`src/hw/adf_pkg.sv`:
```
// package: register map, field positions and timing counts of the diagnostic flag block
//
// Contract
// - ref detect on, external ref selected, ref low or open: set ref-detect flag.
// - ref-detect flag set also raises the summary controller-error status bit.
// - converter fault checks act only while their enable bit is set; code gates only the flag, not the clamp or the coefficient hold.
// - filter overflow or underflow flags converter error, clamps result zeros or ones.
// - modulator bitstream same value for 20 samples flags converter error.
// - offset calibration outside 0x07FF..0xF7FF keeps offset register, flags converter error.
// - gain calibration filter overflow flags converter error, keeps gain register.
// - converter flag updates with the data register, cleared only by writing one.
// - positive and negative input range checks have independent enables.
// - enabled input over supply or under ground sets its input range flag.
// - ref monitor on: positive ref over supply or negative under ground sets flag.
// - range flags set only while enabled, cleared by writing one.
// - clock tally on: tally register increments once per 131 controller clocks.
// - tally wraps to zero after all-ones and continues counting.
`default_nettype none
package adf_pkg;
	// register byte offsets on the APB
	localparam logic [7:0] ADF_OFS_ERR_EN    = 8'h00;
	localparam logic [7:0] ADF_OFS_ERR       = 8'h04;
	localparam logic [7:0] ADF_OFS_STATUS    = 8'h08;
	localparam logic [7:0] ADF_OFS_DATA      = 8'h0c;
	localparam logic [7:0] ADF_OFS_OFFSET    = 8'h10;
	localparam logic [7:0] ADF_OFS_GAIN      = 8'h14;
	localparam logic [7:0] ADF_OFS_CLK_TALLY = 8'h18;

	// field positions: enable and flag register share bits 0..4, bit 5 is enable only, ADF_B_CTRL_ERR is the status bit
	localparam int ADF_B_REF_DET   = 0;
	localparam int ADF_B_ADC       = 1;
	localparam int ADF_B_POS_RANGE = 2;
	localparam int ADF_B_NEG_RANGE = 3;
	localparam int ADF_B_REF_RANGE = 4;
	localparam int ADF_B_CLK_TALLY = 5;
	localparam int ADF_B_CTRL_ERR  = 0;
	localparam int ADF_EN_W        = 6;
	localparam int ADF_FLAG_W      = 5;

	// reset values
	localparam logic [ADF_EN_W-1:0]   ADF_ERR_EN_RST = 6'h00;
	localparam logic [ADF_FLAG_W-1:0] ADF_ERR_RST    = 5'h00;
	localparam logic [15:0]           ADF_OFFSET_RST = 16'h8000;
	localparam logic [15:0]           ADF_GAIN_RST   = 16'h5555;

	// calibration coefficient limits, inclusive
	localparam logic [15:0] ADF_OFS_COEF_MIN = 16'h07ff;
	localparam logic [15:0] ADF_OFS_COEF_MAX = 16'hf7ff;

	// timing counts
	localparam int ADF_SAT_RUN    = 20;
	localparam int ADF_TALLY_DIV  = 131;

	// apb access phase
	typedef enum logic [1:0] {
		ADF_IDLE = 2'b00,
		ADF_WAIT = 2'b01,
		ADF_DONE = 2'b10
	} adf_apb_st_t;
endpackage : adf_pkg
`default_nettype wire

```
`src/hw/adf_sat_if.sv`:
```
// interface: modulator bitstream samples to the saturation detector and its hit back
`timescale 1ns/10ps
`default_nettype none
interface adf_sat_if;
	logic sample_en;	// one modulator sample this cycle
	logic bit_val;		// modulator output bit
	logic restart;		// conversion start, forget the running count
	logic sat_hit;		// one-cycle pulse: run of identical bits reached its limit

	modport mon (output sample_en, output bit_val, output restart, input sat_hit);
	modport det (input sample_en, input bit_val, input restart, output sat_hit);
endinterface : adf_sat_if
`default_nettype wire

```
`src/hw/adf_sat_detect.sv`:
```
// module: counts identical modulator bits and pulses once a saturating run is seen
`timescale 1ns/10ps
`default_nettype none
module adf_sat_detect
	import adf_pkg::*;
#(
	parameter int RUN_LEN = ADF_SAT_RUN	// identical samples that mean saturation
)(
	input  wire logic pclk,		// system clock
	input  wire logic presetn,	// asynchronous reset, active low
	adf_sat_if.det    sat		// sample stream in, hit out
);
	localparam int CW = $clog2(RUN_LEN + 1);
	localparam logic [CW-1:0] RUN_LAST = CW'(RUN_LEN);

	logic [CW-1:0] run_r;
	logic          last_r;
	logic          hit_r;

	// run length of equal bits; saturates at the limit so one run gives one pulse
	always_ff @(posedge pclk or negedge presetn)
	begin
		if (!presetn)
		begin
			run_r  <= '0;
			last_r <= 1'b0;
		end
		else if (sat.restart)
		begin
			run_r  <= '0;
		end
		else if (sat.sample_en)
		begin
			last_r <= sat.bit_val;
			if (run_r == '0 || sat.bit_val != last_r)
				run_r <= CW'(1);
			else if (run_r != RUN_LAST)
				run_r <= run_r + CW'(1);
		end
	end

	// pulse on the sample that completes the run
	always_ff @(posedge pclk or negedge presetn)
	begin
		if (!presetn)
			hit_r <= 1'b0;
		else
			hit_r <= !sat.restart && sat.sample_en && run_r == RUN_LAST - CW'(1)
				&& sat.bit_val == last_r;
	end

	assign sat.sat_hit = hit_r;
endmodule // adf_sat_detect
`default_nettype wire

```
`src/hw/adf_diag_top.sv`:
```
// module: diagnostic error flags, converter data capture and clock tally behind an APB slave
`timescale 1ns/10ps
`default_nettype none
module adf_diag_top
	import adf_pkg::*;
#(
	parameter int DATA_W  = 16,		// conversion result width
	parameter int TALLY_W = 8,		// clock tally register width
	parameter int TALLY_DIV = ADF_TALLY_DIV	// controller clocks per tally step
)(
	input  wire logic              pclk,		// system clock
	input  wire logic              presetn,		// asynchronous reset, active low
	input  wire logic              psel,		// apb select
	input  wire logic              penable,		// apb access phase
	input  wire logic              pwrite,		// apb write
	input  wire logic [7:0]        paddr,		// apb byte address
	input  wire logic [31:0]       pwdata,		// apb write data
	output logic      [31:0]       prdata,		// apb read data
	output logic                   pready,		// apb ready
	output logic                   pslverr,		// apb error, unmapped address
	input  wire logic              mclk_en,		// one controller clock cycle
	input  wire logic              ext_ref_sel,	// external reference selected
	input  wire logic              ref_low,		// reference below threshold
	input  wire logic              ref_open,	// a reference input open
	input  wire logic              pos_ov,		// positive input above supply
	input  wire logic              pos_uv,		// positive input below ground
	input  wire logic              neg_ov,		// negative input above supply
	input  wire logic              neg_uv,		// negative input below ground
	input  wire logic              refp_ov,		// positive ref above supply
	input  wire logic              refm_uv,		// negative ref below ground
	input  wire logic              conv_start,	// conversion begins
	input  wire logic              filt_ovf,	// filter overflow this cycle
	input  wire logic              filt_unf,	// filter underflow this cycle
	input  wire logic              mod_sample,	// modulator sample strobe
	input  wire logic              mod_bit,		// modulator bitstream
	input  wire logic              conv_done,	// result ready, data register loads
	input  wire logic [DATA_W-1:0] conv_result,	// raw filter result
	input  wire logic              gcal_busy,	// gain calibration running
	input  wire logic              ocal_done,	// offset calibration finished
	input  wire logic [15:0]       ocal_coef,	// offset coefficient found
	input  wire logic              gcal_done,	// gain calibration finished
	input  wire logic [15:0]       gcal_coef,	// gain coefficient found
	output logic                   controller_err,	// summary controller error
	output logic [ADF_FLAG_W-1:0]  err_flags	// sticky error flags
);
	localparam int DW = $clog2(TALLY_DIV);
	localparam logic [DW-1:0] DIV_LAST = DW'(TALLY_DIV - 1);

	// set wins over a coinciding write-one-to-clear
	function automatic logic sticky(input logic cur, input logic clr, input logic set);
		sticky = set | (cur & ~clr);
	endfunction

	adf_apb_st_t            st_r;
	logic                   pready_r;
	logic                   pslverr_r;
	logic [31:0]            prdata_r;
	logic [ADF_EN_W-1:0]    err_en_r;
	logic [ADF_FLAG_W-1:0]  err_r;
	logic [DATA_W-1:0]      data_r;
	logic [15:0]            offset_r;
	logic [15:0]            gain_r;
	logic [TALLY_W-1:0]     tally_r;
	logic [DW-1:0]          div_r;
	logic                   pend_r;
	logic                   ovf_seen_r;
	logic                   unf_seen_r;
	logic                   gcal_ovf_r;

	logic                   xfer;
	logic                   wr;
	logic                   mapped;
	logic [31:0]            rd_mux;
	logic [ADF_FLAG_W-1:0]  w1c;
	logic [ADF_FLAG_W-1:0]  set_ev;
	logic                   ocal_bad;
	logic                   adc_on;
	logic                   conv_fault;

	adf_sat_if sat_if ();

	// saturation run detection lives in its own module
	adf_sat_detect #(
		.RUN_LEN (ADF_SAT_RUN)
	) u_sat (
		.pclk    (pclk),
		.presetn (presetn),
		.sat     (sat_if.det)
	);

	assign sat_if.sample_en = mod_sample;
	assign sat_if.bit_val   = mod_bit;
	assign sat_if.restart   = conv_start;

	// apb decode; the transfer completes at the edge where pready is high
	assign xfer = psel && penable && pready_r;
	assign wr   = xfer && pwrite && !pslverr_r;

	always_comb
	begin
		mapped = 1'b1;
		rd_mux = 32'h0000_0000;
		case (paddr)
			ADF_OFS_ERR_EN:    rd_mux[ADF_EN_W-1:0]   = err_en_r;
			ADF_OFS_ERR:       rd_mux[ADF_FLAG_W-1:0] = err_r;
			ADF_OFS_STATUS:    rd_mux[ADF_B_CTRL_ERR] = err_r[ADF_B_REF_DET];
			ADF_OFS_DATA:      rd_mux[DATA_W-1:0]     = data_r;
			ADF_OFS_OFFSET:    rd_mux[15:0]           = offset_r;
			ADF_OFS_GAIN:      rd_mux[15:0]           = gain_r;
			ADF_OFS_CLK_TALLY: rd_mux[TALLY_W-1:0]    = tally_r;
			default:           mapped = 1'b0;
		endcase
	end

	// one wait state: answer is prepared in the cycle after the setup phase
	always_ff @(posedge pclk or negedge presetn)
	begin
		if (!presetn)
		begin
			st_r      <= ADF_IDLE;
			pready_r  <= 1'b0;
			pslverr_r <= 1'b0;
			prdata_r  <= 32'h0000_0000;
		end
		else
		begin
			case (st_r)
				ADF_IDLE:
				begin
					if (psel && penable)
					begin
						st_r      <= ADF_WAIT;
						pready_r  <= 1'b1;
						pslverr_r <= !mapped;
						prdata_r  <= (mapped && !pwrite) ? rd_mux : 32'h0000_0000;
					end
				end
				ADF_WAIT:
				begin
					st_r      <= ADF_DONE;
					pready_r  <= 1'b0;
					pslverr_r <= 1'b0;
				end
				ADF_DONE:
					st_r <= ADF_IDLE;
				default:
				begin
					st_r     <= ADF_IDLE;
					pready_r <= 1'b0;
				end
			endcase
		end
	end

	// enable register
	always_ff @(posedge pclk or negedge presetn)
	begin
		if (!presetn)
			err_en_r <= ADF_ERR_EN_RST;
		else if (wr && paddr == ADF_OFS_ERR_EN)
			err_en_r <= pwdata[ADF_EN_W-1:0];
	end

	// set events, each gated by its own enable
	assign adc_on     = err_en_r[ADF_B_ADC];
	assign ocal_bad   = ocal_coef < ADF_OFS_COEF_MIN || ocal_coef > ADF_OFS_COEF_MAX;
	assign conv_fault = filt_ovf || filt_unf || sat_if.sat_hit;

	always_comb
	begin
		set_ev = '0;
		set_ev[ADF_B_REF_DET] = err_en_r[ADF_B_REF_DET] && ext_ref_sel
			&& (ref_low || ref_open);
		set_ev[ADF_B_ADC] = adc_on && ((conv_done && (pend_r || conv_fault))
			|| (ocal_done && ocal_bad)
			|| (gcal_done && (gcal_ovf_r || filt_ovf)));
		set_ev[ADF_B_POS_RANGE] = err_en_r[ADF_B_POS_RANGE] && (pos_ov || pos_uv);
		set_ev[ADF_B_NEG_RANGE] = err_en_r[ADF_B_NEG_RANGE] && (neg_ov || neg_uv);
		set_ev[ADF_B_REF_RANGE] = err_en_r[ADF_B_REF_RANGE] && (refp_ov || refm_uv);
	end

	assign w1c = (wr && paddr == ADF_OFS_ERR) ? pwdata[ADF_FLAG_W-1:0] : '0;

	// sticky flags; the software clear never beats a new event
	always_ff @(posedge pclk or negedge presetn)
	begin
		if (!presetn)
			err_r <= ADF_ERR_RST;
		else
			for (int i = 0; i < ADF_FLAG_W; i++)
				err_r[i] <= sticky(err_r[i], w1c[i], set_ev[i]);
	end

	// faults seen during a conversion wait for the data register load
	always_ff @(posedge pclk or negedge presetn)
	begin
		if (!presetn)
			pend_r <= 1'b0;
		else if (conv_done || conv_start)
			pend_r <= 1'b0;
		else if (adc_on && conv_fault)
			pend_r <= 1'b1;
	end

	// filter range excursions decide the clamp, independent of the flag enable
	always_ff @(posedge pclk or negedge presetn)
	begin
		if (!presetn)
		begin
			ovf_seen_r <= 1'b0;
			unf_seen_r <= 1'b0;
		end
		else if (conv_done || conv_start)
		begin
			ovf_seen_r <= 1'b0;
			unf_seen_r <= 1'b0;
		end
		else
		begin
			ovf_seen_r <= ovf_seen_r || filt_ovf;
			unf_seen_r <= unf_seen_r || filt_unf;
		end
	end

	// data register, clamped on a filter range fault
	always_ff @(posedge pclk or negedge presetn)
	begin
		if (!presetn)
			data_r <= '0;
		else if (conv_done)
		begin
			if (ovf_seen_r || filt_ovf)
				data_r <= '0;
			else if (unf_seen_r || filt_unf)
				data_r <= '1;
			else
				data_r <= conv_result;
		end
	end

	// overflow during a gain calibration is remembered until it finishes
	always_ff @(posedge pclk or negedge presetn)
	begin
		if (!presetn)
			gcal_ovf_r <= 1'b0;
		else if (gcal_done || !gcal_busy)
			gcal_ovf_r <= 1'b0;
		else if (filt_ovf)
			gcal_ovf_r <= 1'b1;
	end

	// offset coefficient: a bad calibration result is dropped, software may still write
	always_ff @(posedge pclk or negedge presetn)
	begin
		if (!presetn)
			offset_r <= ADF_OFFSET_RST;
		else if (ocal_done)
		begin
			if (!ocal_bad)
				offset_r <= ocal_coef;
		end
		else if (wr && paddr == ADF_OFS_OFFSET)
			offset_r <= pwdata[15:0];
	end

	// gain coefficient: kept when the calibration overflowed
	always_ff @(posedge pclk or negedge presetn)
	begin
		if (!presetn)
			gain_r <= ADF_GAIN_RST;
		else if (gcal_done)
		begin
			if (!(gcal_ovf_r || filt_ovf))
				gain_r <= gcal_coef;
		end
		else if (wr && paddr == ADF_OFS_GAIN)
			gain_r <= pwdata[15:0];
	end

	// controller clock divider; restarts from zero whenever the tally is switched off
	always_ff @(posedge pclk or negedge presetn)
	begin
		if (!presetn)
			div_r <= '0;
		else if (!err_en_r[ADF_B_CLK_TALLY])
			div_r <= '0;
		else if (mclk_en)
			div_r <= (div_r == DIV_LAST) ? '0 : div_r + DW'(1);
	end

	// tally keeps its value when disabled so software can read it afterwards
	always_ff @(posedge pclk or negedge presetn)
	begin
		if (!presetn)
			tally_r <= '0;
		else if (err_en_r[ADF_B_CLK_TALLY] && mclk_en && div_r == DIV_LAST)
			tally_r <= tally_r + TALLY_W'(1);
	end

	// flag outputs mirror the flag register flops
	assign controller_err = err_r[ADF_B_REF_DET];
	assign err_flags      = err_r;
	assign prdata         = prdata_r;
	assign pready         = pready_r;
	assign pslverr        = pslverr_r;
endmodule // adf_diag_top
`default_nettype wire

```
`config.mk`:
```
export PLATFORM = sky130hd
export DESIGN_NAME = adf_diag_top
export DESIGN_NICKNAME = d
export VERILOG_FILES = /design/src/hw/adf_pkg.sv /design/src/hw/adf_sat_if.sv /design/src/hw/adf_sat_detect.sv /design/src/hw/adf_diag_top.sv
export SDC_FILE = /design/constraint.sdc
export NUM_CORES = 1
export LEC_CHECK = 0
export BUFFER_PORTS_ARGS = -buffer_cell sky130_fd_sc_hd__buf_2
export CAP_MARGIN = 10
export CORE_AREA = 2 2 76 151
export DETAILED_ROUTE_END_ITERATION = 16
export DIE_AREA = 0 0 78 153
export PLACE_DENSITY = 0.86
export REMOVE_ABC_BUFFERS = 1
export SLEW_MARGIN = 30
export SYNTH_ARGS = -nofsm -noshare
export SYNTH_HDL_FRONTEND = slang
export SYNTH_SLANG_ARGS = --single-unit
```
`constraint.sdc`:
```
create_clock -name pclk -period 2.1 [get_ports pclk]
set_input_delay 0.105 -clock pclk [delete_from_list [all_inputs] [get_ports pclk]]
set_output_delay 0.105 -clock pclk [all_outputs]
set_load 0.01 [all_outputs]
```
; ---- After elaboration in Yosys (flattened, before gate mapping)
; Index checks and enable logic that the tools add are counted.
[totals]
ff_bits = 122
output_inout_bits = 40
elab_cells = 156
[op_classes]
n_addsub = 3
order_cmp = 2
eq_ne = 17
mux = 35
bitwise = 17
n_reduce_logical = 64
[ops]
columns = op, n
row1 = 16-bit two-way mux, 9
row2 = 5-bit two-way mux, 5
row3 = 8-bit by 5-bit == test with 1-bit output (second input constant), 3
row4 = 1-bit logical AND, 24
row5 = 8-bit two-way mux, 3
row6 = 4-bit case mux with 6 select lines, 1
row7 = 8-bit case mux with 3 select lines, 1
row8 = 8-bit by 1-bit adder with 8-bit output (second input constant), 2
row9 = 8-bit by 4-bit == test with 1-bit output (second input constant), 2
row10 = 16-bit > comparator (second input constant), 1
row11 = 1-bit logical OR, 16
row12 = 16-bit by 11-bit less-than comparator with 1-bit output (second input constant), 1
row13 = 2-bit AND reduction, 7
row14 = 2-bit nonzero test, 6
row15 = 1-bit two-way mux, 9
row16 = 8-bit by 3-bit == test with 1-bit output (second input constant), 1
row17 = 8-bit == test (second input constant), 1
row18 = 8-bit zero test, 1
row19 = 2-bit != test (second input constant), 4
row20 = 2-bit case mux with 4 select lines, 1
row21 = 1-bit inverter, 7
row22 = 7-bit OR reduction, 1
row23 = 1-bit case mux with 6 select lines, 1
row24 = 5-bit by 1-bit adder with 5-bit output (second input constant), 1
row25 = 17 further kinds, 30

; ---- Longest topological paths before layout
[logic_depth]
ltp_word = 9
depth_mapped = 7
ltp_nobuf = 6

; ---- Modules after synthesis
; From an unflattened synthesis, not the netlist that was laid out.
[hier_totals]
hier_cells = 570
hier_area_um2 = 5753.0
[modules_own_cells]
columns = module, instances, cells_each, area_per_inst_um2, seq_area_each_um2
row1 = adf_diag_top, 1, 526, 5301.3, 2488.6
row2 = adf_sat_detect, 1, 44, 451.7, 175.2

; ---- Least setup slack after synthesis
; OpenSTA, ideal clock, no wires.
[synth_path]
path_kind = register to register
from = register div_r[0]
to = register tally_r[1]
arrival_time_ns = 1.827
required_ns = 1.975
path_slack_ns = 0.149
stages_incl_launch_ff = 7
synth_period_minus_slack_ns = 1.951
cell_sequence = dfrtp_1 > inv_1 > ha_1 > nor4bb_1 > and3b_1 > clkbuf_1 > mux2_2
[synth_between]
elab_chain_cells = 2
[synth_lines]
columns = item, line_no
row1 = from (decl), adf_diag_top.sv:64  ; logic [DW-1:0] div_r;
row2 = from (signal assigned), adf_diag_top.sv:288  ; div_r <= (div_r == DIV_LAST) ? '0 : div_r + DW'(1);
row3 = 8-bit == test, adf_diag_top.sv:296  ; else if (err_en_r[ADF_B_CLK_TALLY] && mclk_en && div_r == DIV_LAST)
row4 = 1-bit logical AND, adf_diag_top.sv:296
row5 = to (signal assigned), adf_diag_top.sv:297  ; tally_r <= tally_r + TALLY_W'(1);
row6 = to (decl), adf_diag_top.sv:63  ; logic [TALLY_W-1:0] tally_r;
; No other way between the ends.
; A chain may end at the register's enable or synchronous reset.

; ---- Worst setup path in the final report
[layout_path]
from = register div_r[0]
to = register div_r[5]
[layout_between]
elab_chain_cells = 4
[layout_lines]
columns = item, line_no
row1 = 8-bit by 1-bit adder with 8-bit output / 8-bit == test (equally long branches), adf_diag_top.sv:288
row2 = 8-bit two-way mux (*), adf_diag_top.sv:288
row3 = 8-bit two-way mux (*), adf_diag_top.sv:287  ; else if (mclk_en)
row4 = 8-bit two-way mux (*), adf_diag_top.sv:285  ; else if (!err_en_r[ADF_B_CLK_TALLY])
; Mark *: on every way between the ends. The rest lies on a longest branch, timed or not. The select of a mux whose other input is x is not followed.

==> results_dict.tcl <==
set metrics [dict create \
    wl_um 16500 \
    relSlewSlack_pct 37.1 \
    dieArea_um2 11900 \
    drc 0 \
    initial_utilization_pct 52.2 \
    synth_top_cell_area_share_pct 43.0 \
    clkPwrFrac_pct 36.1 \
    outcome "completed" \
    grt_pass1_wl_um 26000 \
    p_per_area_nw_per_um2 702 \
    dpl.cell_count 802 \
    ys_types 64 \
    crit_slowest_cell "dfrtp_1" \
    vias_per_cell 6.07 \
    grt_max_degree 91 \
    synthTopCellsByArea "dfrtp_1 43%, mux2_2 7.4%, dfstp_2 4.2%" \
    design_area_um2 6790 \
    die_w_um 78 \
    vias 5022 \
    slew_violations 0 \
    dp.final_hpwl_um 12400 \
    finalHoldViolations 0 \
    drtIter0Drc 469 \
    synth_top_area_cell "dfrtp_1" \
    cp.buffers_inverters 2 \
    fin_skew_ns 0.00970 \
    place_congestion 0.954 \
    clk_pin_slew_worst_paths_ns 0.08 \
    fin_nets 798 \
    seqPwrFrac_pct 48.7 \
    grt_use_total_pct 28.3 \
    switchingPower_uw 1300 \
    hp-class "input port to flop" \
    htree_levels 3 \
    num_rows 54 \
    ff2ff_setup_slack_ns 0.11 \
    yosys_warnings 0 \
    path_cells "inv_1, ha_1, nor4bb_1, buf_4, a21oi_1, a21o_1, a22o_1" \
    max-vdd-ir-drop_mv 0.472 \
    fin_cells 827 \
    cts_setup_buffers 0 \
    drive_above_1_share_pct 30.5 \
    worstPathMaxFanout 9 \
    insertion_delay_ns 0.35 \
    rsz0062_at_grt "false" \
    cts_buffer_depth 2 \
    grt-ovfl-total 0 \
    syn_avg_cell_area_um2 10.2 \
    end_kind "flop" \
    fmax_ghz 0.503 \
    async_flop_share_pct 100 \
    ys_seq_elements 106 \
    netlist_instances 553 \
    crit_path_start_kind "flop" \
    arrival_ns 2.23 \
    synth_edf_count 0 \
    tightestPinTransition_ns 0.932 \
    coreArea_um2 10800 \
    synth_area_um2 5640 \
    ios 152 \
    port_buffers 119 \
    crit_family "compound AO/OA/AOI/OAI gates" \
    leakagePower_uw 0.00331 \
    cts_buffers 9 \
    cts-root-buf "clkbuf_16" \
    p_comb_share_pct 15.2 \
    switching_share_pct 27.2 \
    grt_pass1_vias 5235 \
    area_delta_synth_final_pct 20.3 \
    placed_area_um2 6390 \
    cpPeakStageDelay_ns 0.41 \
    finalCriticalPeriod_ns 1.99 \
    fin_ws_ns 0.113 \
    power.internal_uw 3470 \
    clock_sinks 106 \
    crit_type "flop to flop" \
    seq_area_frac_synth_pct 47.2 \
    setup_viol 0 \
    antenna_found_initial 1 \
    cp.required_ns 2.34 \
    drv_cap 0 \
    first_pass_iters 5 \
    preCtsSetupSlack_ns 0.0446 \
    synth_ff_type "dfrtp_1" \
    total_power_uw 4770 \
    die-height_um 153 \
    routedWlPerCell_um 20.0 \
    cts_tree "built" \
    ant_nets 0 \
    fin_crit_sh_pct 94.6 \
]
-- cells in the final DEF (no fill, tap or decap), types with 4 or more instances in the layout --
cell / count
dlygate4sd3_1: 8
inv_1: 47
xor2_1: 7
nor3_1: 10
o2bb2ai_1: 8
nand3b_1: 6
nor4_1: 4
buf_4: 17
nand3_1: 10
ha_1: 5
dfrtp_1: 97
nor2b_1: 6
nand4_1: 7
o22ai_1: 30
buf_2: 118
dfstp_2: 9
conb_1: 16
and2_1: 4
xnor2_1: 6
clkbuf_16: 9
a221oi_1: 7
a22o_1: 21
and3b_1: 4
mux2_2: 37
o21ai_0: 22
mux2i_1: 19
a21oi_1: 17
nand2_1: 35
nor2_1: 36
-- flip-flops by register name, indices dropped and copies added (netlist names) --
| signal | count |
|---|---|
| pslverr | 1 |
| prdata | 16 |
| tally_r | 8 |
| u_sat.sat.sat_hit | 1 |
| unf_seen_r | 1 |
| div_r | 8 |
| pready | 1 |
| data_r | 16 |
| st_r | 2 |
| u_sat.run_r | 5 |
| err_flags | 5 |
| pend_r | 1 |
| offset_r | 16 |
| u_sat.last_r | 1 |
| gcal_ovf_r | 1 |
| ovf_seen_r | 1 |
| err_en_r | 6 |
| gain_r | 16 |
-- worst paths after layout --
path	endpoint	cells past startpoint	startpoint
max	div_r[5]	7	div_r[0]
min	data_r[15]	3	conv_result[15]
max reg2reg	div_r[5]	7	div_r[0]
min reg2reg	st_r[1]	1	st_r[1]
max in group asynchronous	gain_r[14]	3	presetn
min in group asynchronous	prdata[10]	2	presetn
-- cell usage after synthesis (3+ instances only) --
library cell  number
dfrtp_1           97
a22o_1            21
xor2_1             7
buf_2              3
nand2_1           35
o22ai_1           30
a221oi_1           7
nor2b_1            6
mux2i_1           19
nand4_1            7
inv_1             47
mux4_2             3
o2bb2ai_1          8
ha_1               5
nand3b_1           6
nand3_1           10
buf_4             18
o21ai_0           22
nor3_1            11
and3_1             3
nor4_1             4
mux2_2            37
clkbuf_1          18
dfstp_2            9
or3_1              3
a21oi_1           17
and2_1             4
nor2_1            36
xnor2_1            6
o31ai_1            3
and3b_1            4
or4_1              3
-- logic make-up (layout without fill, tap and decap cells) --
family | after synthesis | after routing | share of synthesized area (%)
xor gates and xnor gates | 13 | 13 | 2.02
AOI/OAI and AO/OA | 133 | 133 | 16.4
and+or+nand+nor | 146 | 146 | 13.7
DFF | 106 | 106 | 47.2
muxes | 59 | 59 | 12.0
buffers and inverters | 90 | 208 | 7.52
adders and majority gates | 5 | 5 | 1.11
other | 1 | 17 | 0.0665
-- routing by layer --
metal | global-route usage [%] | part of all wire (%) | wire [µm]
met2 | 50.2 | 54 | 8900
met5 | 0 | 0 | 0
met1 | 29.1 | 33 | 5400
met3 | 4.96 | 5.2 | 863
met4 | 20.4 | 8.2 | 1350
-- cell type report --
cell class                      instances  area [µm²]
Inverter                               47         176
Sequential cell                       106        2660
Fill cell                             880        4020
Timing Repair Buffer                  145         838
Tap cell                              140         175
Clock inverter                          6        72.6
Clock buffer                           10         229
Antenna cell                            1        2.50
Multi-Input combinational cell        372        2630
-- worst min-delay path, delay by kind of cell --
family	cells	cell delay, ns
and+or+nand+nor	1	0.04
buffers and inverters	1	0.07
AOI/OAI and AO/OA	1	0.09
-- power by group through the flow --
stage	registers, µW	logic (µW)	clock network (µW)
floorplan	2320	352	0
global placement	2340	676	0
detailed placement	2350	702	0
CTS	2320	716	1740
global route	2330	785	1830
finish	2320	724	1720
-- through the flow --
stage / util (%) / hold slack, ns / TNS (ns)
global placement: 59.1 / -0.0197 / 0
CTS: 62.6 / 0.00167 / 0
global route: 62.8 / 0.00165 / 0
detailed placement: 59.1 / -0.0119 / 0
finish: 62.8 / 0.00308 / 0
floorplan: - / -0.191 / -0.526
-- timing repair --
action | 4_1_cts | 5_1_grt
setup endpoints to repair | 0 | 3
endpoints found under the hold margin | 22 | 0
resized for setup | 0 | 2
hold buffers | 8 | 0
(Power assumes the default switching activity.)
